File: config.mk
export PLATFORM = sky130hd
export DESIGN_NAME = isp_slave_port
export DESIGN_NICKNAME = d
export VERILOG_FILES = /design/src/hw/isp_pkg.sv /design/src/hw/isp_ee_if.sv /design/src/hw/isp_ee_loader.sv /design/src/hw/isp_slave_port.sv /design/src/hw/isp_sync_reset.sv
export SDC_FILE = /design/constraint.sdc
export NUM_CORES = 1
export LEC_CHECK = 0
export BUFFER_PORTS_ARGS = -buffer_cell sky130_fd_sc_hd__buf_2
export CORE_ASPECT_RATIO = 1.25
export CORE_MARGIN = 1.5
export CORE_UTILIZATION = 55
export CTS_BUF_LIST = sky130_fd_sc_hd__clkbuf_16
export DETAILED_ROUTE_END_ITERATION = 7
export GPL_TIMING_DRIVEN = 0
export PLACE_DENSITY = 0.95
export SLEW_MARGIN = 20
export SYNTH_ARGS = -nofsm -noshare
export SYNTH_HDL_FRONTEND = slang
export SYNTH_SLANG_ARGS = --single-unit
File: constraint.sdc
create_clock -name sys_clk -period 3.6 [get_ports sys_clk]
set_input_delay 0.72 -clock sys_clk [delete_from_list [all_inputs] [get_ports sys_clk]]
set_output_delay 0.72 -clock sys_clk [all_outputs]
set_load 0.05 [all_outputs]
File: src/hw/isp_pkg.sv
package isp_pkg;
	// i/o window and address prom decode
	localparam logic [15:0] IO_BASE_RESET = 16'h0300;
	localparam int IO_ADDR_BITS = 5;
	localparam int APROM_BYTES = 16;
	localparam logic [4:0] IO_EE_CTRL_LO = 5'h10;
	localparam logic [4:0] IO_EE_CTRL_HI = 5'h11;
	localparam logic [4:0] IO_SLV_CFG_LO = 5'h12;
	localparam logic [4:0] IO_SLV_CFG_HI = 5'h13;
	localparam logic [4:0] IO_SRAM_DATA = 5'h14;
	// eeprom control register fields
	localparam int EE_PORT_EN_BIT = 4;
	localparam int EE_SELECT_BIT = 3;
	localparam int EE_CLOCK_BIT = 2;
	localparam int EE_DATA_IN_BIT = 1;
	localparam int EE_DATA_OUT_BIT = 0;
	localparam int EE_CHECKSUM_ERR_BIT = 15;
	localparam int EE_RELOAD_BIT = 14;
	localparam logic [15:0] EE_CTRL_RESET = 16'h0000;
	// slave configuration register fields
	localparam int PIO_SELECT_BIT = 13;
	localparam int FLASH_BOOT_BIT = 12;
	localparam int FLASH_FITTED_BIT = 11;
	localparam int EXT_DETECT_BIT = 10;
	localparam int AUI_SELECT_BIT = 9;
	localparam logic [15:0] SLV_CFG_RESET = 16'h0000;
	// timing
	localparam int CLK_HZ = 50_000_000;
	localparam int CRYSTAL_HZ = 20_000_000;
	localparam int RESET_MIN_XTAL = 10;
	localparam int RESET_MIN_CYC =
		(RESET_MIN_XTAL * CLK_HZ + CRYSTAL_HZ - 1) / CRYSTAL_HZ;
	localparam int RDY_WAIT_CYC = 2;
	localparam int EE_READ_BITS = 64;
	localparam int EE_HALF_CYC = 4;
	// access sequencer states
	typedef enum logic [1:0] {
		ISP_IDLE = 2'b00,
		ISP_WAIT = 2'b01,
		ISP_DONE = 2'b11
	} isp_acc_type;
endpackage

File: src/hw/isp_ee_if.sv
`timescale 1ns/1ns
`default_nettype none
interface isp_ee_if;
	logic start;
	logic busy;
	logic sel;
	logic sclk;
	logic sdi;
	// main block requests a load and watches it
	modport ctl (output start, input busy, input sel, input sclk, input sdi);
	modport eng (input start, output busy, output sel, output sclk, output sdi);
endinterface
`default_nettype wire

File: src/hw/isp_ee_loader.sv
`timescale 1ns/1ns
`default_nettype none
module isp_ee_loader #(
	parameter int LOAD_BITS = isp_pkg::EE_READ_BITS
) (
	// clock and reset
	input wire logic sys_clk,
	input wire logic rst_n,
	// link to main block
	isp_ee_if.eng ee
);
	localparam int HW = $clog2(isp_pkg::EE_HALF_CYC + 1);
	localparam int BW = $clog2(LOAD_BITS + 1);
	logic active_reg, active_next;
	logic sclk_reg, sclk_next;
	logic [HW-1:0] half_reg, half_next;
	logic [BW-1:0] bits_reg, bits_next;

	////////////////////////////////////////////////////////////
	// serial clock generator for automatic read
	always_comb begin
		active_next = active_reg;
		sclk_next = sclk_reg;
		half_next = half_reg;
		bits_next = bits_reg;
		if (!active_reg) begin
			if (ee.start) begin
				active_next = 1'b1;
				half_next = '0;
				bits_next = '0;
				sclk_next = 1'b0;
			end
		end else if (half_reg == HW'(isp_pkg::EE_HALF_CYC - 1)) begin
			half_next = '0;
			sclk_next = !sclk_reg;
			if (sclk_reg) begin
				bits_next = bits_reg + BW'(1);
				if (bits_reg == BW'(LOAD_BITS - 1))
					active_next = 1'b0; // load over
			end
		end else begin
			half_next = half_reg + HW'(1);
		end
	end

	always_ff @(posedge sys_clk or negedge rst_n) begin
		if (!rst_n) begin
			active_reg <= 1'b1; // load runs after hardware reset
			sclk_reg <= 1'b0;
			half_reg <= '0;
			bits_reg <= '0;
		end else begin
			active_reg <= active_next;
			sclk_reg <= sclk_next;
			half_reg <= half_next;
			bits_reg <= bits_next;
		end
	end

	// outputs of the engine
	assign ee.busy = active_reg;
	assign ee.sel = active_reg;
	assign ee.sclk = sclk_reg & active_reg;
	assign ee.sdi = 1'b0; // read command stream kept simple

	a_load_length: assert property (@(posedge sys_clk) disable iff (!rst_n)
		$rose(active_reg) |-> active_reg [*8])
		else $error("eeprom load ended too soon");
endmodule // isp_ee_loader
`default_nettype wire

File: src/hw/isp_slave_port.sv
// What this block does
// - ignore memory read during refresh
// - reset drives all outputs inactive
// - sixteen bit only after SBHE falls
// - drive data on reads, capture writes
// - address prom on first sixteen bytes
// - boot prom select on match and read
// - transceiver disable high for twisted pair
// - reject input OR internal match
// - active low indicators, remapped in detect mode
// - bit 4 maps eeprom onto data
// - shift busy only during eeprom load
// - low shift busy during load forces checksum error
// - eeprom select during load, or from bit 3 with port enabled
// - sleep resets, ignores inputs, wakes
// - strap sampled after reset, pio select
// - shared memory match with strobe direction
// - flash boot makes sram chip select
// - write enable sram or global
// - clock from fifty megahertz source
// - i/o only with AEN low, base match
// - IOCHRDY low until data ready
`timescale 1ns/1ns
`default_nettype none
module isp_slave_port #(
	parameter logic [15:0] IO_BASE = isp_pkg::IO_BASE_RESET,
	parameter int LOAD_BITS = isp_pkg::EE_READ_BITS
) (
	// clock and resets
	input wire logic sys_clk,
	input wire logic rst_n,
	input wire logic sys_reset,
	input wire logic sleep_n,
	// isa host bus
	input wire logic aen,
	input wire logic [15:0] sa,
	input wire logic sbhe_n,
	input wire logic ior_n,
	input wire logic iow_n,
	input wire logic memr_n,
	input wire logic memw_n,
	input wire logic ref_n,
	input wire logic [15:0] sd_in,
	output logic [15:0] sd_out,
	output logic sd_oe,
	output logic iochrdy,
	output logic iocs16_n,
	// board match inputs and strap
	input wire logic boot_prom_match_n,
	input wire logic shared_memory_match_n,
	input wire logic slave_mode_strap,
	// private bus
	output logic [15:0] private_address_bus,
	input wire logic [7:0] private_data_bus_in,
	output logic [7:0] private_data_bus_out,
	output logic [7:0] private_data_bus_oe,
	output logic address_prom_select_n,
	output logic boot_prom_select_n,
	output logic sram_chip_select_n,
	output logic sram_output_enable_n,
	output logic sram_write_enable_n,
	output logic irq12,
	// eeprom
	output logic eeprom_select,
	input wire logic shift_busy_in,
	output logic shift_busy_out,
	output logic shift_busy_oe,
	// network side status and pins
	input wire logic link_up,
	input wire logic [2:0] led_sel_src,
	input wire logic start_frame_byte_delimiter,
	input wire logic serial_receive_data,
	input wire logic serial_receive_clock,
	input wire logic internal_match_reject,
	input wire logic transceiver_disable_in,
	output logic transceiver_disable_out,
	output logic transceiver_disable_oe,
	output logic frame_reject,
	output logic [3:0] led_n,
	// mode state for the controller
	output logic slave_mode,
	output logic pio_mode,
	output logic wide_enabled
);
	logic int_reset;
	isp_ee_if ee();
	isp_pkg::isp_acc_type acc_reg, acc_next;
	logic [15:0] ee_ctrl_reg, ee_ctrl_next;
	logic [15:0] slv_cfg_reg, slv_cfg_next;
	logic wide_reg, wide_next;
	logic sbhe_d_reg, sbhe_d_next;
	logic strap_reg, strap_next;
	logic strap_done_reg, strap_done_next;
	logic [15:0] rd_reg, rd_next;
	logic [1:0] wait_reg, wait_next;
	logic start_reg, start_next;
	logic io_hit, io_rd, io_wr, mem_rd, aprom_hit, boot_hit, smem_hit;
	logic ee_port, ext_detect, cycle;
	logic [7:0] hi_byte;
	logic [4:0] io_off;

	////////////////////////////////////////////////////////////
	// internal reset, held one cycle past pin and sleep
	isp_sync_reset u_rst (
		.sys_clk(sys_clk),
		.rst_n(rst_n),
		.sys_reset(sys_reset),
		.sleep_n(sleep_n),
		.int_reset(int_reset)
	);

	// automatic eeprom read engine
	isp_ee_loader #(.LOAD_BITS(LOAD_BITS)) u_ee (
		.sys_clk(sys_clk),
		.rst_n(rst_n),
		.ee(ee.eng)
	);

	////////////////////////////////////////////////////////////
	// decode of host cycles
	assign io_off = sa[4:0];
	assign io_hit = !aen && (sa[15:5] == IO_BASE[15:5]);
	assign io_rd = io_hit && !ior_n;
	assign io_wr = io_hit && !iow_n;
	assign mem_rd = !memr_n && ref_n;
	assign aprom_hit = io_rd && (io_off < 5'(isp_pkg::APROM_BYTES));
	assign boot_hit = mem_rd && !boot_prom_match_n;
	assign smem_hit = !pio_mode && !shared_memory_match_n &&
		(mem_rd || !memw_n);
	assign cycle = io_rd || io_wr || boot_hit || smem_hit;
	assign ee_port = ee_ctrl_reg[isp_pkg::EE_PORT_EN_BIT];
	assign ext_detect = slv_cfg_reg[isp_pkg::EXT_DETECT_BIT];
	// odd byte on low lane until 16-bit cycles are allowed
	assign hi_byte = (wide_reg && !sbhe_n) ? sd_in[15:8] : sd_in[7:0];

	////////////////////////////////////////////////////////////
	// registers, strap capture and 16-bit enable
	always_comb begin
		ee_ctrl_next = ee_ctrl_reg;
		slv_cfg_next = slv_cfg_reg;
		sbhe_d_next = sbhe_n;
		wide_next = wide_reg;
		strap_next = strap_reg;
		strap_done_next = 1'b1;
		start_next = 1'b0;
		if (sbhe_d_reg && !sbhe_n)
			wide_next = 1'b1;
		if (!strap_done_reg)
			strap_next = slave_mode_strap;
		if (ee.busy && !shift_busy_in)
			ee_ctrl_next[isp_pkg::EE_CHECKSUM_ERR_BIT] = 1'b1;
		if (io_wr && acc_reg == isp_pkg::ISP_IDLE) begin
			case (io_off)
			isp_pkg::IO_EE_CTRL_LO: ee_ctrl_next[7:0] = sd_in[7:0];
			isp_pkg::IO_EE_CTRL_HI: begin
				ee_ctrl_next[14:8] = {1'b0, hi_byte[5:0]};
				start_next = hi_byte[isp_pkg::EE_RELOAD_BIT - 8];
			end
			isp_pkg::IO_SLV_CFG_LO: slv_cfg_next[7:0] = sd_in[7:0];
			isp_pkg::IO_SLV_CFG_HI: slv_cfg_next[15:8] = hi_byte;
			default: ;
			endcase
		end
	end

	always_ff @(posedge sys_clk or negedge rst_n) begin
		if (!rst_n) begin
			ee_ctrl_reg <= isp_pkg::EE_CTRL_RESET;
			slv_cfg_reg <= isp_pkg::SLV_CFG_RESET;
			wide_reg <= 1'b0;
			sbhe_d_reg <= 1'b1;
			strap_reg <= 1'b1;
			strap_done_reg <= 1'b0;
			start_reg <= 1'b0;
		end else if (int_reset) begin
			ee_ctrl_reg <= isp_pkg::EE_CTRL_RESET;
			slv_cfg_reg <= isp_pkg::SLV_CFG_RESET;
			wide_reg <= 1'b0;
			sbhe_d_reg <= 1'b1;
			strap_done_reg <= 1'b0;
			start_reg <= sys_reset; // pin reset reloads eeprom
		end else begin
			ee_ctrl_reg <= ee_ctrl_next;
			slv_cfg_reg <= slv_cfg_next;
			wide_reg <= wide_next;
			sbhe_d_reg <= sbhe_d_next;
			strap_reg <= strap_next;
			strap_done_reg <= strap_done_next;
			start_reg <= start_next;
		end
	end

	assign ee.start = start_reg;

	////////////////////////////////////////////////////////////
	// access sequencer and read data
	always_comb begin
		acc_next = acc_reg;
		wait_next = wait_reg;
		rd_next = rd_reg;
		case (acc_reg)
		isp_pkg::ISP_IDLE: begin
			if (cycle) begin
				acc_next = isp_pkg::ISP_WAIT;
				wait_next = 2'(isp_pkg::RDY_WAIT_CYC - 1);
			end
		end
		isp_pkg::ISP_WAIT: begin
			if (!cycle)
				acc_next = isp_pkg::ISP_IDLE;
			else if (wait_reg == 2'h0) begin
				acc_next = isp_pkg::ISP_DONE;
				rd_next = 16'h0000;
				if (aprom_hit || boot_hit || smem_hit)
					rd_next = {8'h00, private_data_bus_in};
				else if (io_off == isp_pkg::IO_EE_CTRL_LO)
					rd_next = {8'h00, ee_ctrl_reg[7:3],
						ee_port ? private_data_bus_in[2] : 1'b0,
						ee_ctrl_reg[1:0]};
				else if (io_off == isp_pkg::IO_EE_CTRL_HI)
					rd_next = {2{ee_ctrl_reg[15:8]}}; // both lanes
				else if (io_off == isp_pkg::IO_SLV_CFG_LO)
					rd_next = {8'h00, slv_cfg_reg[7:0]};
				else if (io_off == isp_pkg::IO_SLV_CFG_HI)
					rd_next = {2{slv_cfg_reg[15:8]}}; // both lanes
			end else
				wait_next = wait_reg - 2'h1;
		end
		isp_pkg::ISP_DONE: begin
			if (!cycle)
				acc_next = isp_pkg::ISP_IDLE;
		end
		default: acc_next = isp_pkg::ISP_IDLE;
		endcase
	end

	always_ff @(posedge sys_clk or negedge rst_n) begin
		if (!rst_n) begin
			acc_reg <= isp_pkg::ISP_IDLE;
			wait_reg <= 2'h0;
			rd_reg <= 16'h0000;
		end else if (int_reset) begin
			acc_reg <= isp_pkg::ISP_IDLE;
			wait_reg <= 2'h0;
			rd_reg <= 16'h0000;
		end else begin
			acc_reg <= acc_next;
			wait_reg <= wait_next;
			rd_reg <= rd_next;
		end
	end

	////////////////////////////////////////////////////////////
	// host bus outputs
	assign sd_out = rd_reg;
	assign sd_oe = !int_reset && (io_rd || boot_hit || (smem_hit && mem_rd));
	assign iochrdy = !(cycle && !int_reset) ||
		(acc_reg == isp_pkg::ISP_DONE);
	assign iocs16_n = !(io_hit && wide_reg && !aprom_hit && !int_reset);

	// private bus strobes, one device at a time
	assign private_address_bus = int_reset ? 16'h0000 : sa;
	assign address_prom_select_n = !(aprom_hit && !int_reset);
	assign boot_prom_select_n = !(boot_hit && !int_reset && !aprom_hit);
	assign sram_chip_select_n = !(slv_cfg_reg[isp_pkg::FLASH_BOOT_BIT] &&
		smem_hit && !boot_hit && !int_reset);
	assign irq12 = 1'b0;
	assign sram_output_enable_n = !(smem_hit && mem_rd && !boot_hit &&
		!int_reset);
	assign sram_write_enable_n = !(!int_reset && !memw_n &&
		(smem_hit || slv_cfg_reg[isp_pkg::FLASH_FITTED_BIT] &&
		!boot_prom_match_n));

	// private data bits 0..2 become eeprom port
	always_comb begin
		private_data_bus_out = 8'h00;
		private_data_bus_oe = 8'h00;
		if (!int_reset && ee_port) begin
			private_data_bus_out[0] = ee_ctrl_reg[isp_pkg::EE_CLOCK_BIT];
			private_data_bus_out[1] = ee_ctrl_reg[isp_pkg::EE_DATA_IN_BIT];
			private_data_bus_oe[1:0] = 2'b11;
		end else if (!int_reset && ee.busy) begin
			private_data_bus_out[0] = ee.sclk;
			private_data_bus_out[1] = ee.sdi;
			private_data_bus_oe[1:0] = 2'b11;
		end else if (!sram_write_enable_n) begin
			private_data_bus_out = sd_in[7:0];
			private_data_bus_oe = 8'hff;
		end
	end
	assign eeprom_select = !int_reset && (ee.sel ||
		(ee_port && ee_ctrl_reg[isp_pkg::EE_SELECT_BIT]));
	assign shift_busy_out = ee.busy && !int_reset;
	assign shift_busy_oe = shift_busy_out;

	// network pins and indicators
	assign transceiver_disable_oe = !ext_detect;
	assign transceiver_disable_out = int_reset ||
		!slv_cfg_reg[isp_pkg::AUI_SELECT_BIT];
	assign frame_reject = ext_detect && !int_reset &&
		(!transceiver_disable_in || internal_match_reject);
	assign led_n = int_reset ? 4'hf : ext_detect ?
		{!serial_receive_clock, !serial_receive_data,
		!start_frame_byte_delimiter, !link_up} :
		{~led_sel_src, !link_up};

	assign slave_mode = !strap_reg;
	assign pio_mode = slv_cfg_reg[isp_pkg::PIO_SELECT_BIT];
	assign wide_enabled = wide_reg;

	a_refresh_blocks: assert property (@(posedge sys_clk) disable iff (!rst_n)
		!ref_n |-> boot_prom_select_n)
		else $error("read during refresh");
	a_aprom_narrow: assert property (@(posedge sys_clk) disable iff (!rst_n)
		!address_prom_select_n |-> iocs16_n)
		else $error("iocs16 on address prom");
	a_narrow_first: assert property (@(posedge sys_clk) disable iff (!rst_n)
		!wide_reg |-> iocs16_n)
		else $error("wide before sbhe edge");
	a_rdy_hold: assert property (@(posedge sys_clk) disable iff (!rst_n)
		($rose(cycle) && !int_reset) |-> !iochrdy [*2])
		else $error("ready too early");
	a_one_select: assert property (@(posedge sys_clk) disable iff (!rst_n)
		$onehot0({!address_prom_select_n, !boot_prom_select_n,
		!sram_chip_select_n}))
		else $error("two private selects");
	a_aen_gate: assert property (@(posedge sys_clk) disable iff (!rst_n)
		aen |-> iocs16_n && address_prom_select_n)
		else $error("io honoured with aen high");
	a_reset_quiet: assert property (@(posedge sys_clk) disable iff (!rst_n)
		int_reset |-> !sd_oe && led_n == 4'hf && !eeprom_select)
		else $error("outputs live in reset");
	a_ee_pins: assert property (@(posedge sys_clk) disable iff (!rst_n)
		(ee_port && !int_reset) |-> private_data_bus_oe[1:0] == 2'b11 &&
		!private_data_bus_oe[2])
		else $error("eeprom pins wrong");
endmodule // isp_slave_port
`default_nettype wire

File: src/hw/isp_sync_reset.sv
`timescale 1ns/1ns
`default_nettype none
module isp_sync_reset #(
	parameter int HOLD = isp_pkg::RESET_MIN_CYC
) (
	// clock and raw reset sources
	input wire logic sys_clk,
	input wire logic rst_n,
	input wire logic sys_reset,
	input wire logic sleep_n,
	// combined internal reset, active high
	output logic int_reset
);
	localparam int CW = $clog2(HOLD + 1);
	logic [CW-1:0] cnt_reg, cnt_next;
	logic hold_reg, hold_next;

	////////////////////////////////////////////////////////////
	// reset held while pin or sleep active
	always_comb begin
		cnt_next = cnt_reg;
		hold_next = hold_reg;
		if (sys_reset || !sleep_n) begin
			hold_next = 1'b1;
			cnt_next = '0;
		end else if (hold_reg) begin
			hold_next = 1'b0;
		end
	end

	always_ff @(posedge sys_clk or negedge rst_n) begin
		if (!rst_n) begin
			cnt_reg <= '0;
			hold_reg <= 1'b1;
		end else begin
			cnt_reg <= cnt_next;
			hold_reg <= hold_next;
		end
	end

	assign int_reset = hold_reg;

	a_sleep_reset: assert property (@(posedge sys_clk) disable iff (!rst_n)
		!sleep_n |=> int_reset)
		else $error("sleep did not reset");
endmodule // isp_sync_reset
`default_nettype wire

### Word level (Yosys, flattened, before mapping)

Index checks and enable logic that the tools add are counted.

* latch bits: 0
* output and inout port bits: 70
* word-level logic and storage cells: 211
* bits in writable memories: 0
* bits of input ports: 64
* register bits after elaboration: 70
* bits in read-only memories: 0
* memories kept: 0

* bitwise logic cells: 4
* multiply operators: 0
* $lt $le $gt $ge: 1
* shifts and indexed selects: 0
* $add $sub $neg: 3
* mux-type cells: 66
* reductions and logical operators: 103
* equality and inequality tests: 16
* div/mod/pow operators: 0

Operators with widths (count)
* two-way mux 16 bit: 13
* two-way mux 8 bit: 6
* logical AND 1 bit: 35
* two-way mux 7 bit: 5
* logical NOT 1 bit: 30
* two-way mux 2 bit: 12
* two-way mux 6 bit: 4
* nonzero test 2 bit: 11
* == test 5 bit, second input constant: 4
* two-way mux 1 bit: 18
* two-way mux 15 bit: 1
* logical OR 1 bit: 14
* inequality test 3 x 2 -> 1 bit, second input constant: 4
* AND reduction 2 bit: 6
* == test 11 x 5 -> 1 bit, second input constant: 1
* two-way mux 3 bit: 3
* AND reduction 3 bit: 3
* two-way mux 4 bit: 2
* adder 7 x 1 -> 7 bit, second input constant: 1
* == test 7 x 6 -> 1 bit, second input constant: 1
* one-hot mux 2 bit (3 select lines): 1
* < comparator 5 bit, second input constant: 1
* logical NOT 2 bit: 2
* inequality test 2 bit, second input constant: 2
* other kinds (12): 13

### Depth between registers and ports, before layout

Gate-level depths: netlist (run 1).

* word-level depth: 11
* mapped depth: 7
* gate-level depth less buffers: 7

### Modules after synthesis

A second synthesis (run 1) with hierarchy kept.

* cells, all modules: 411
* area total of the unflattened synthesis: 3986.3 um^2

Modules (own cells, without submodules)
* isp_slave_port: cells an instance 349, area an instance 3338.2 um^2, times used 1, sequential area each 1403.8 um^2
* isp_ee_loader: cells an instance 60, area an instance 615.6 um^2, times used 1, sequential area each 301.5 um^2
* isp_sync_reset: cells an instance 2, area an instance 32.5 um^2, times used 1, sequential area each 26.3 um^2

### Least setup slack after synthesis (run 1)

OpenSTA, ideal clock, no wires.

* path type: in2out
* from: in shared_memory_match_n
* to: out private_data_bus_out[0]
* slack: -0.745 ns
* data required time: 2.880 ns
* path buffers: 0
* stages: 4
* data arrival time: 3.625 ns
* path through: o22ai_1 -> nand2_1 -> nor3_1 -> a22o_1

* longest elaborated chain between the ends: 8

RTL lines
* from (decl): RTL line isp_slave_port.sv:50 `input wire logic shared_memory_match_n,`
* logical NOT 1 bit: RTL line isp_slave_port.sv:128 `assign smem_hit = !pio_mode && !shared_memory_match_n &&`
* logical AND 1 bit (2 in series): RTL line isp_slave_port.sv:128
* logical OR 1 bit: RTL line isp_slave_port.sv:271 `(smem_hit || slv_cfg_reg[isp_pkg::FLASH_FITTED_BIT] &&`
* logical AND 1 bit: RTL line isp_slave_port.sv:270 `assign sram_write_enable_n = !(!int_reset && !memw_n &&`
* two-way mux 8 bit: RTL line isp_slave_port.sv:286 `end else if (!sram_write_enable_n) begin`
* two-way mux 2 bit: RTL line isp_slave_port.sv:282 `end else if (!int_reset && ee.busy) begin`
* two-way mux 2 bit: RTL line isp_slave_port.sv:278 `if (!int_reset && ee_port) begin`
* to (decl): RTL line isp_slave_port.sv:55 `output logic [7:0] private_data_bus_out,`

No other way between the ends.

### Worst setup path after layout (run 1)

* from: reg u_rst.hold_reg (netlist: u_rst.int_reset)
* to: out private_address_bus[1]

* longest elaborated chain between the ends: 1

RTL lines
* from (decl): RTL line isp_sync_reset.sv:16 `logic hold_reg, hold_next;`
* from (signal assigned): RTL line isp_sync_reset.sv:37 `hold_reg <= hold_next;`
* two-way mux 16 bit: RTL line isp_slave_port.sv:262 `assign private_address_bus = int_reset ? 16'h0000 : sa;`
* to (decl): RTL line isp_slave_port.sv:53 `output logic [15:0] private_address_bus,`

No other way between the ends.

==> results.yml, run 1 <==
run_status:
  status: "finished with violations"
  violations: "DRC"
worst_setup_path:
  crit_slowest_cell: "dfstp_2"
  worstPathRequired_ns: 2.88
  cp_top_family: "buffers and inverters"
  worstSetupPathType: "flop to output pin"
  arrival_ns: 2.71
  path_cells: "buf_1 > clkbuf_1 > buf_1 > nor2_1 > buf_2"
  worst_setup_path_end_kind: "output pin"
  max_stage_delay_ns: 0.57
  path_buf_inv: 4
  crit_top_cell: "buf_1"
  critPathMaxFanout: 10
  setup.worst_path.start_class: "flop"
hold_path:
  min_path_type: "input port to asynchronous set/reset pin"
synth:
  ys_async_sr_fraction: 1.00
  ys.flop_type: "dfrtp_1"
  synth_area_sq_um: 3930
  synth_top_cell_by_area: "dfrtp_1"
  synth_top_cells_by_count: "dfrtp_1 (65), nor2_1 (48), mux2i_1 (38), nand2_1 (38), o21ai_0 (23)"
  synth_top_area_share: 0.414
  synth_area_leaders: "dfrtp_1 (41%), mux2i_1 (9.7%), nor2_1 (4.6%)"
  synth.most_common_cell: "dfrtp_1"
  syn_inst: 393
  seq_area_frac_synth: 0.441
  synth-seq-cells: 69
  synth_edf_count: 0
  ys_types: 50
  avgSynthCellArea_sq_um: 9.99
  ys_warn_count: 0
  syn-num-nets: 460
die:
  dieArea_sq_um: 7660
  initial_core_util: 0.566
  fp.dieW_um: 78.6
  fp-row-count: 34
  ioPinCount: 134
  die_y_um: 97.5
  core_sq_um: 6930
sta:
  max-slew-margin-rel: 0.446
  rsz0062_at_grt: "no"
  max_freq_ghz: 0.291
  fin_crit_sh: 0.954
  hold_ws_ns: 0.306
  hold_violations: 0
  slew_violations: 0
  finalClockSkew_ns: 0.00696
  setup_violations: 0
  period_needed_ns: 3.43
  setup_tns_ns: 0
  worstMarginPinSlew_ns: 0.824
routing:
  drc_errors: 1
  drt_wl_total_mm: 12.1
  wl_per_cell_um: 19.1
  first_iter_violations: 461
  vias_per_cell: 6.01
  firstDrtPassIters: 8
  ant_nets: 0
  num_vias: 3791
cts:
  cts_sinks: 69
  clkTransAtPathRegs_ns: 0.06
  htree_levels: 3
  cts_tree: "done"
  numCtsBuffers: 9
  cts_resized: 0
  insertion_delay_ns: 0.34
  root_buffer: "clkbuf_16"
  post_cts.repair.setup_buffers: 0
  cts_hold_buf: 0
  cts.path.max_buffers: 2
final_layout:
  insertedDiodeCount: 0
  syn2layout_area_growth_pct: 29.1
  n_fill_cell: 470
  nNetsFinal: 603
  final-seq-area_sq_um: 1730
  drive_gt1_frac: 0.349
  multi_input_area_sq_um: 2040
global_route:
  grt_pass1_wl_mm: 19.4
  antenna_found_initial: 0
  grt-ovfl-total: 0
  grtUsageTotal: 0.334
  grt_max_degree: 43
  grt_pass1_vias: 3852
power_and_ir_drop:
  swShare: 0.274
  ir_drop_uv: 329
  power_density_nw_per_um2: 444
  p_leak_nw: 2.42
  power.share.clock: 0.448
  power_frac_seq: 0.384
  power_switching_mw: 0.617
  intPower_mw: 1.63
  combPwrFrac: 0.168
place:
  gp_congestion: 0.903
  dpl.hpwl_mm: 8.49
  port-buffer-count: 131
flow_run:
  maxCapViolCount: 0
[area by class of cell]
type	count	share of cell area
buffer	23	0.0235
clock buffer	9	0.0444
clock inverter	7	0.0227
inverter	13	0.00963
multi-input combinational	288	0.402
sequential	69	0.342
tap	90	0.0222
timing repair buffer	132	0.134
[logic make-up (layout without fill, tap and decap cells)]
logic type	Yosys count	count (layout)	synth area share
buf+inv	36	184	0.0427
fa+ha+maj	3	3	0.00956
compound gates	60	60	0.100
mux	54	54	0.160
xor+xnor	6	6	0.0134
flops	69	69	0.441
other cells	1	1	0.000955
simple gates	164	164	0.232
[stage by stage]
step / total power, mW / setup WS [ns] / cells / util / instance area, sq um
6_report: 2.25 / 0.166 / 631 / 0.731 / 5070
2_1_floorplan: 1.11 / 0.288 / 393 / - / 3940
4_1_cts: 2.25 / 0.253 / 631 / 0.731 / 5070
3_3_place_gp: 1.22 / 0.655 / 614 / 0.679 / 4710
3_5_place_dp: 1.24 / 0.609 / 615 / 0.682 / 4730
5_1_grt: 2.33 / 0.0977 / 631 / 0.731 / 5070
[cell usage in the layout (no fill, tap or decap), types with 3 or more instances in the layout]
cell / instances
clkbuf_1: 11
a22o_1: 12
dfstp_2: 4
mux4_2: 6
nand2_1: 38
a211oi_1: 4
clkbuf_16: 9
buf_4: 9
nand3_1: 8
nor4_4: 3
ha_1: 3
nor2_1: 48
bufinv_16: 3
nor2b_1: 19
and2_1: 13
mux2i_1: 38
nand2b_1: 7
a21oi_1: 9
nand4_1: 5
buf_2: 132
dfrtp_1: 65
a21o_1: 3
mux2_2: 10
o21ai_0: 23
inv_1: 13
nand3b_1: 3
xnor2_1: 4
nor3_1: 5
[power groups by stage]
stage	logic [mW]	clock network [mW]	registers, mW
2_1_floorplan	0.242	0	0.867
3_3_place_gp	0.347	0	0.870
3_5_place_dp	0.368	0	0.874
4_1_cts	0.375	1.01	0.863
5_1_grt	0.414	1.04	0.869
6_report	0.378	1.01	0.864
[per-layer routing]
| metal | wire (um) | global-route usage |
|---|---|---|
| met1 | 4300 | 0.398 |
| met2 | 6320 | 0.564 |
| met3 | 904 | 0.0704 |
| met4 | 529 | 0.165 |
| met5 | 0 | 0 |
[final timing paths]
check | from | to | slack (ns) | cells past startpoint
max | u_rst.int_reset | private_address_bus[1] | 0.17 | 5
max in group asynchronous | rst_n | u_rst.int_reset | 2.69 | 2
max reg2reg | slv_cfg_reg[13] | sd_out[12] | 1.22 | 6
min reg2reg | sd_out[0] | sd_out[0] | 0.47 | 2
min in group sys_clk | sd_out[0] | sd_out[0] | 0.47 | 2
min | rst_n | u_ee.half_reg[0] | 0.31 | 1
No activity file was read; power rests on OpenSTA's default activity.
==> run 2, diff against run 1 <==
--- a/config.mk
+++ b/config.mk
@@ -5,7 +5,9 @@
 export SDC_FILE = /design/constraint.sdc
 export NUM_CORES = 1
 export LEC_CHECK = 0
+export ABC_AREA = 1
 export BUFFER_PORTS_ARGS = -buffer_cell sky130_fd_sc_hd__buf_2
+export CAP_MARGIN = 25
 export CORE_ASPECT_RATIO = 1.25
 export CORE_MARGIN = 1.5
 export CORE_UTILIZATION = 55
==> run 2 against run 1 <==
Effect of this change: the run now ends clean; clock power fell by 16%; register-to-register slack improved by 0.49 ns; total power fell by 2.1%; combinational power rose by 20%; sequential power rose by 3.8%; setup slack improved by 0.38 ns; count of clock-buffer cells in the layout did not move; cell area rose by 2.0%; utilization rose by 0.079 points; via count rose by 19%; largest cell class unchanged.
==> results.yml, run 2 <==
die:
  initial_core_util: 0.579
  ioPinCount: 134
  dieArea_sq_um: 7960
  die_y_um: 99.4
  core_sq_um: 7060
  fp-row-count: 34
  fp.dieW_um: 80.1
global_route:
  grt_pass1_vias: 4285
  grt_max_degree: 40
  grtUsageTotal: 0.338
  grt_pass1_wl_mm: 20.5
  grt-ovfl-total: 0
  antenna_found_initial: 0
routing:
  num_vias: 4504
  drt_wl_total_mm: 12.9
  wl_per_cell_um: 15.8
  ant_nets: 0
  first_iter_violations: 338
  vias_per_cell: 5.53
  firstDrtPassIters: 8
  drc_errors: 0
final_layout:
  drive_gt1_frac: 0.279
  final_cell_mix: "nand2_1 (162), buf_2 (143), inv_1 (71)"
  insertedDiodeCount: 0
  nNetsFinal: 786
  n_fill_cell: 563
  instances_no_fill: 814
  syn2layout_area_growth_pct: 26.4
  layout_commonest_cell: "nand2_1"
cts:
  htree_levels: 3
  numCtsBuffers: 9
  insertion_delay_ns: 0.33
  cts_tree: "done"
  cts_hold_buf: 0
  post_cts.repair.setup_buffers: 0
  cts.path.max_buffers: 2
  root_buffer: "clkbuf_16"
  cts_sinks: 69
  cts_resized: 0
  clkTransAtPathRegs_ns: 0.05
sta:
  max_freq_ghz: 0.328
  max-slew-margin-rel: 0.562
  setup_violations: 0
  period_needed_ns: 3.05
  slew_violations: 0
  rsz0062_at_grt: "no"
  finalClockSkew_ns: 0.00654
  hold_violations: 0
  hold_ws_ns: 0.319
  worstMarginPinSlew_ns: 0.657
  setup_tns_ns: 0
  fin_crit_sh: 0.847
worst_setup_path:
  worst_setup_path_end_kind: "output pin"
  crit_slowest_cell: "nand4_2"
  path_cells: "buf_2 > or2_4 > a21oi_4 > a21oi_1 > nor2_1 > nand4_2 > inv_1 > buf_4 > buf_2"
  arrival_ns: 2.33
  worstSetupPathType: "input port to output pin"
  crit_top_cell: "buf_2"
  setup.worst_path.start_class: "input port"
  worstPathRequired_ns: 2.88
  max_stage_delay_ns: 0.26
  critPathMaxFanout: 9
synth:
  synth.most_common_cell: "nand2_1"
  ys_types: 39
  syn-num-nets: 642
  synth_top_cells_by_count: "nand2_1 (162), inv_1 (69), dfrtp_1 (65), nor2_1 (65), nand3_1 (61)"
  ys_async_sr_fraction: 1.00
  synth_top_cell_by_area: "dfrtp_1"
  synth_top_area_share: 0.398
  seq_area_frac_synth: 0.424
  synth_edf_count: 0
  synth_area_sq_um: 4090
  synth-seq-cells: 69
  synth_area_leaders: "dfrtp_1 (40%), nand2_1 (15%), nand3_1 (7.5%)"
  ys_warn_count: 0
  syn_inst: 575
  ys.flop_type: "dfrtp_1"
  avgSynthCellArea_sq_um: 7.11
power_and_ir_drop:
  intPower_mw: 1.52
  ir_drop_uv: 281
  power_density_nw_per_um2: 426
  combPwrFrac: 0.207
  p_leak_nw: 2.96
  power.share.clock: 0.386
  power_switching_mw: 0.685
  power_frac_seq: 0.407
  swShare: 0.311
place:
  port-buffer-count: 132
  gp_congestion: 0.996
  dp_cells: 798
  dpl.hpwl_mm: 9.73
flow_run:
  maxCapViolCount: 0
hold_path:
  min_path_type: "input port to asynchronous set/reset pin"
run_status:
  status: "finished, final reports clean"
[run 2: cell families after synthesis]
family	Yosys count	synth area share
simple gates	341	0.377
flops	69	0.424
buf+inv	103	0.108
other cells	1	0.000917
fa+ha+maj	3	0.00918
compound gates	58	0.0811
[run 2: layout make-up]
class / count / area, sq um / area share
multi-input cells: 403 / 1910 / 0.370
plain buffers: 27 / 158 / 0.0305
repair buffers: 133 / 683 / 0.132
clock inverters: 7 / 58.8 / 0.0114
flip-flops and latches: 69 / 1730 / 0.335
clock buffers: 9 / 225 / 0.0436
inverters: 76 / 285 / 0.0552
well taps: 90 / 113 / 0.0218
[run 2: power groups by stage]
stage	Sequential (mW)	Clock [mW]	Combinational (mW)
after floorplan	0.896	0	0.295
after global placement	0.899	0	0.415
after detailed placement	0.904	0	0.438
after CTS	0.895	0.853	0.448
after global routing	0.903	0.887	0.494
final	0.897	0.850	0.455
[run 2: worst paths after layout]
kind                                          end             startpoint  depth (start not counted)  slack (ns)
min in group sys_clk               ee_ctrl_reg[5]         ee_ctrl_reg[5]                          2        0.47
max reg2reg                       ee_ctrl_reg[15]        u_rst.int_reset                          4        1.71
min reg2reg                        ee_ctrl_reg[5]         ee_ctrl_reg[5]                          2        0.47
max                        private_data_bus_oe[6]  shared_memory_match_n                          9        0.55
min                                strap_done_reg                  rst_n                          1        0.32
max in group asynchronous         u_rst.int_reset                  rst_n                          2        2.67
[run 2: critical path: cells and delay by family]
family / cells / cell delay (ns)
AO/OA/AOI/OAI: 2 / 0.22
buffers and inverters: 4 / 0.71
AND/OR/NAND/NOR: 3 / 0.66
[run 2: metrics by stage]
step	utilization	setup slack, ns	total power, mW	instance area (sq um)
4_1_cts	0.732	0.534	2.20	5170
3_3_place_gp	0.688	0.589	1.31	4860
3_5_place_dp	0.692	0.542	1.34	4880
5_1_grt	0.732	0.390	2.28	5170
6_report	0.732	0.550	2.20	5170
2_1_floorplan	-	0.423	1.19	4090
[run 2: metal layers]
layer | global-route usage | up-vias | part of all wire
li1 | - | 2126 | -
met1 | 0.413 | 2093 | 0.38
met2 | 0.580 | 243 | 0.51
met3 | 0.0532 | 42 | 0.068
met4 | 0.150 | 0 | 0.036
met5 | 0 | - | 0
==> run 3, diff against run 2 <==
--- a/config.mk
+++ b/config.mk
@@ -10,11 +10,11 @@
 export CAP_MARGIN = 25
 export CORE_ASPECT_RATIO = 1.25
 export CORE_MARGIN = 1.5
-export CORE_UTILIZATION = 55
+export CORE_UTILIZATION = 51
 export CTS_BUF_LIST = sky130_fd_sc_hd__clkbuf_16
 export DETAILED_ROUTE_END_ITERATION = 7
 export GPL_TIMING_DRIVEN = 0
-export PLACE_DENSITY = 0.95
+export PLACE_DENSITY = 0.89
 export SLEW_MARGIN = 20
 export SYNTH_ARGS = -nofsm -noshare
 export SYNTH_HDL_FRONTEND = slang
==> constraint.sdc (replaced) <==
create_clock -name sys_clk -period 2.9 [get_ports sys_clk]
set_input_delay 0.58 -clock sys_clk [delete_from_list [all_inputs] [get_ports sys_clk]]
set_output_delay 0.58 -clock sys_clk [all_outputs]
set_load 0.05 [all_outputs]
==> run 3 against run 2 <==
Effect of this change: first-iteration DRC count down 28%; non-clock buffer count unchanged; sequential share of layout area down 0.35 points; register-to-register slack worse by 0.59 ns; sequential cell count unchanged; count of clock-buffer cells in the layout unchanged; routed wire length down 0.91%; cell area up 1.0%; utilization down 6.2 points; sequential power up 24%.
==> results.yml, run 3 (synthesis gave the netlist of run 2 again) <==
run_status:
  status: "finished, final reports clean"
worst_setup_path:
  path_buf_inv: 5
  r2r-end: "ee_ctrl_reg[2]"
  worstPathRequired_ns: 2.32
  crit_start: "u_rst.int_reset"
  critPathMaxFanout: 10
  worst_setup_path_end_kind: "output pin"
  max_stage_delay_ns: 0.51
  arrival_ns: 2.20
  crit_slowest_cell: "dfstp_2"
  path_cells: "buf_2 > nor2_1 > inv_1 > nand4_4 > inv_2 > buf_4 > buf_2"
  rr_startpoint: "u_rst.int_reset"
  rrSetupSlack_ns: 1.12
  crit_top_cell: "buf_2"
  ff2ff_path_depth: 6
  worstSetupPathType: "flop to output pin"
  cp_top_family: "buffers and inverters"
  setup.worst_path.start_class: "flop"
global_route:
  grt_pass1_wl_mm: 20.4
  busiest_layer: "met2"
  grt_max_degree: 46
  met3_usage: 0.0368
  use_met1: 0.351
  grt_pass1_vias: 4250
  grt.met2_usage: 0.554
  grtUsageTotal: 0.306
  grt-ovfl-total: 0
  antenna_found_initial: 0
final_layout:
  nNetsFinal: 786
  utilization: 0.670
  final_cell_mix: "nand2_1 (162), buf_2 (143), inv_1 (68)"
  instances_no_fill: 819
  syn2layout_area_growth_pct: 27.7
  drive_gt1_frac: 0.289
  insertedDiodeCount: 0
  layout_commonest_cell: "nand2_1"
cts:
  root_buffer: "clkbuf_16"
  htree_levels: 3
  cts_tree: "done"
  cts_hold_buf: 0
  cts.path.max_buffers: 2
  clkTransAtPathRegs_ns: 0.05
  insertion_delay_ns: 0.34
  numCtsBuffers: 9
  cts_sinks: 69
  post_cts.repair.setup_buffers: 0
routing:
  wl_per_cell_um: 15.6
  drc_errors: 0
  vias_per_cell: 5.31
  drt_wl_total_mm: 12.8
  firstDrtPassIters: 6
  first_iter_violations: 244
  ant_nets: 0
  num_vias: 4347
power_and_ir_drop:
  ir_drop_uv: 467
  power_density_nw_per_um2: 540
  power.total_mw: 2.82
  p_leak_nw: 2.98
die:
  die_y_um: 103
  fp.dieW_um: 83.1
  core_sq_um: 7790
  ioPinCount: 134
  dieArea_sq_um: 8560
  fp-row-count: 36
  initial_core_util: 0.525
sta:
  period_needed_ns: 2.78
  finalClockSkew_ns: 0.00390
  rsz0062_at_grt: "no"
  slew_violations: 0
  setup_tns_ns: 0
  hold_violations: 0
  fin_crit_sh: 0.958
  max_freq_ghz: 0.360
  setup_violations: 0
  hold_ws_ns: 0.147
place:
  dpl.hpwl_mm: 9.88
  gp_congestion: 0.928
  dp_cells: 803
  port-buffer-count: 132
flow_run:
  maxCapViolCount: 0
hold_path:
  min_path_type: "input port to asynchronous set/reset pin"
run 3: cell types whose count changed in the layout (fill, tap and decap cells not counted):
cell / previous run / this run
bufinv_16: 1 / 2
clkbuf_1: 3 / 1
clkbuf_2: 0 / 2
clkinv_1: 2 / 1
clkinv_2: 2 / 3
clkinvlp_4: 1 / 2
inv_1: 71 / 68
inv_2: 6 / 7
nand3_1: 61 / 60
nand3_2: 0 / 1
nand4_2: 2 / 1
nand4_4: 0 / 1
run 3: power by group:
group          switching [mW]  internal (mW)  total, mW
sequential             0.0583           1.05       1.11
combinational           0.368          0.179      0.547
clock                   0.417          0.747       1.16
run 3: per-stage QoR:
step	worst slack (ns)	area [sq um]
after floorplan	0.0723	4090
after global placement	0.179	4870
after detailed placement	0.116	4890
after CTS	0.0204	5210
after global routing	0.0112	5220
final	0.121	5220
run 3: final cells by class:
class	instances	area (sq um)
buffer	27	160
clock buffer	9	225
clock inverter	7	90.1
fill	655	2570
inverter	76	285
multi-input combinational	403	1930
sequential	69	1730
tap	95	119
timing repair buffer	133	683
run 3: how the worst max path moves through the flow:
stage               slack, ns  cells after the start                      end
finish                   0.12                      7   private_data_bus_oe[6]
global route             0.01                      8   private_data_bus_oe[7]
CTS                      0.02                      7   private_data_bus_oe[5]
detailed placement       0.12                      9   private_data_bus_oe[5]
global placement         0.18                      9   private_data_bus_oe[4]
floorplan                0.07                      6  private_data_bus_out[0]
run 3: metal layers:
| layer | vias up | share of wire |
|---|---|---|
| met5 | - | 0 |
| met4 | 0 | 0.049 |
| met3 | 42 | 0.044 |
| met2 | 162 | 0.51 |
| met1 | 2019 | 0.40 |
| li1 | 2124 | - |
run 3: what timing repair did:
action / in CTS / in global routing
setup endpoints to repair: 5 / 18
gates cloned: 0 / 0
gates resized for setup: 1 / 5
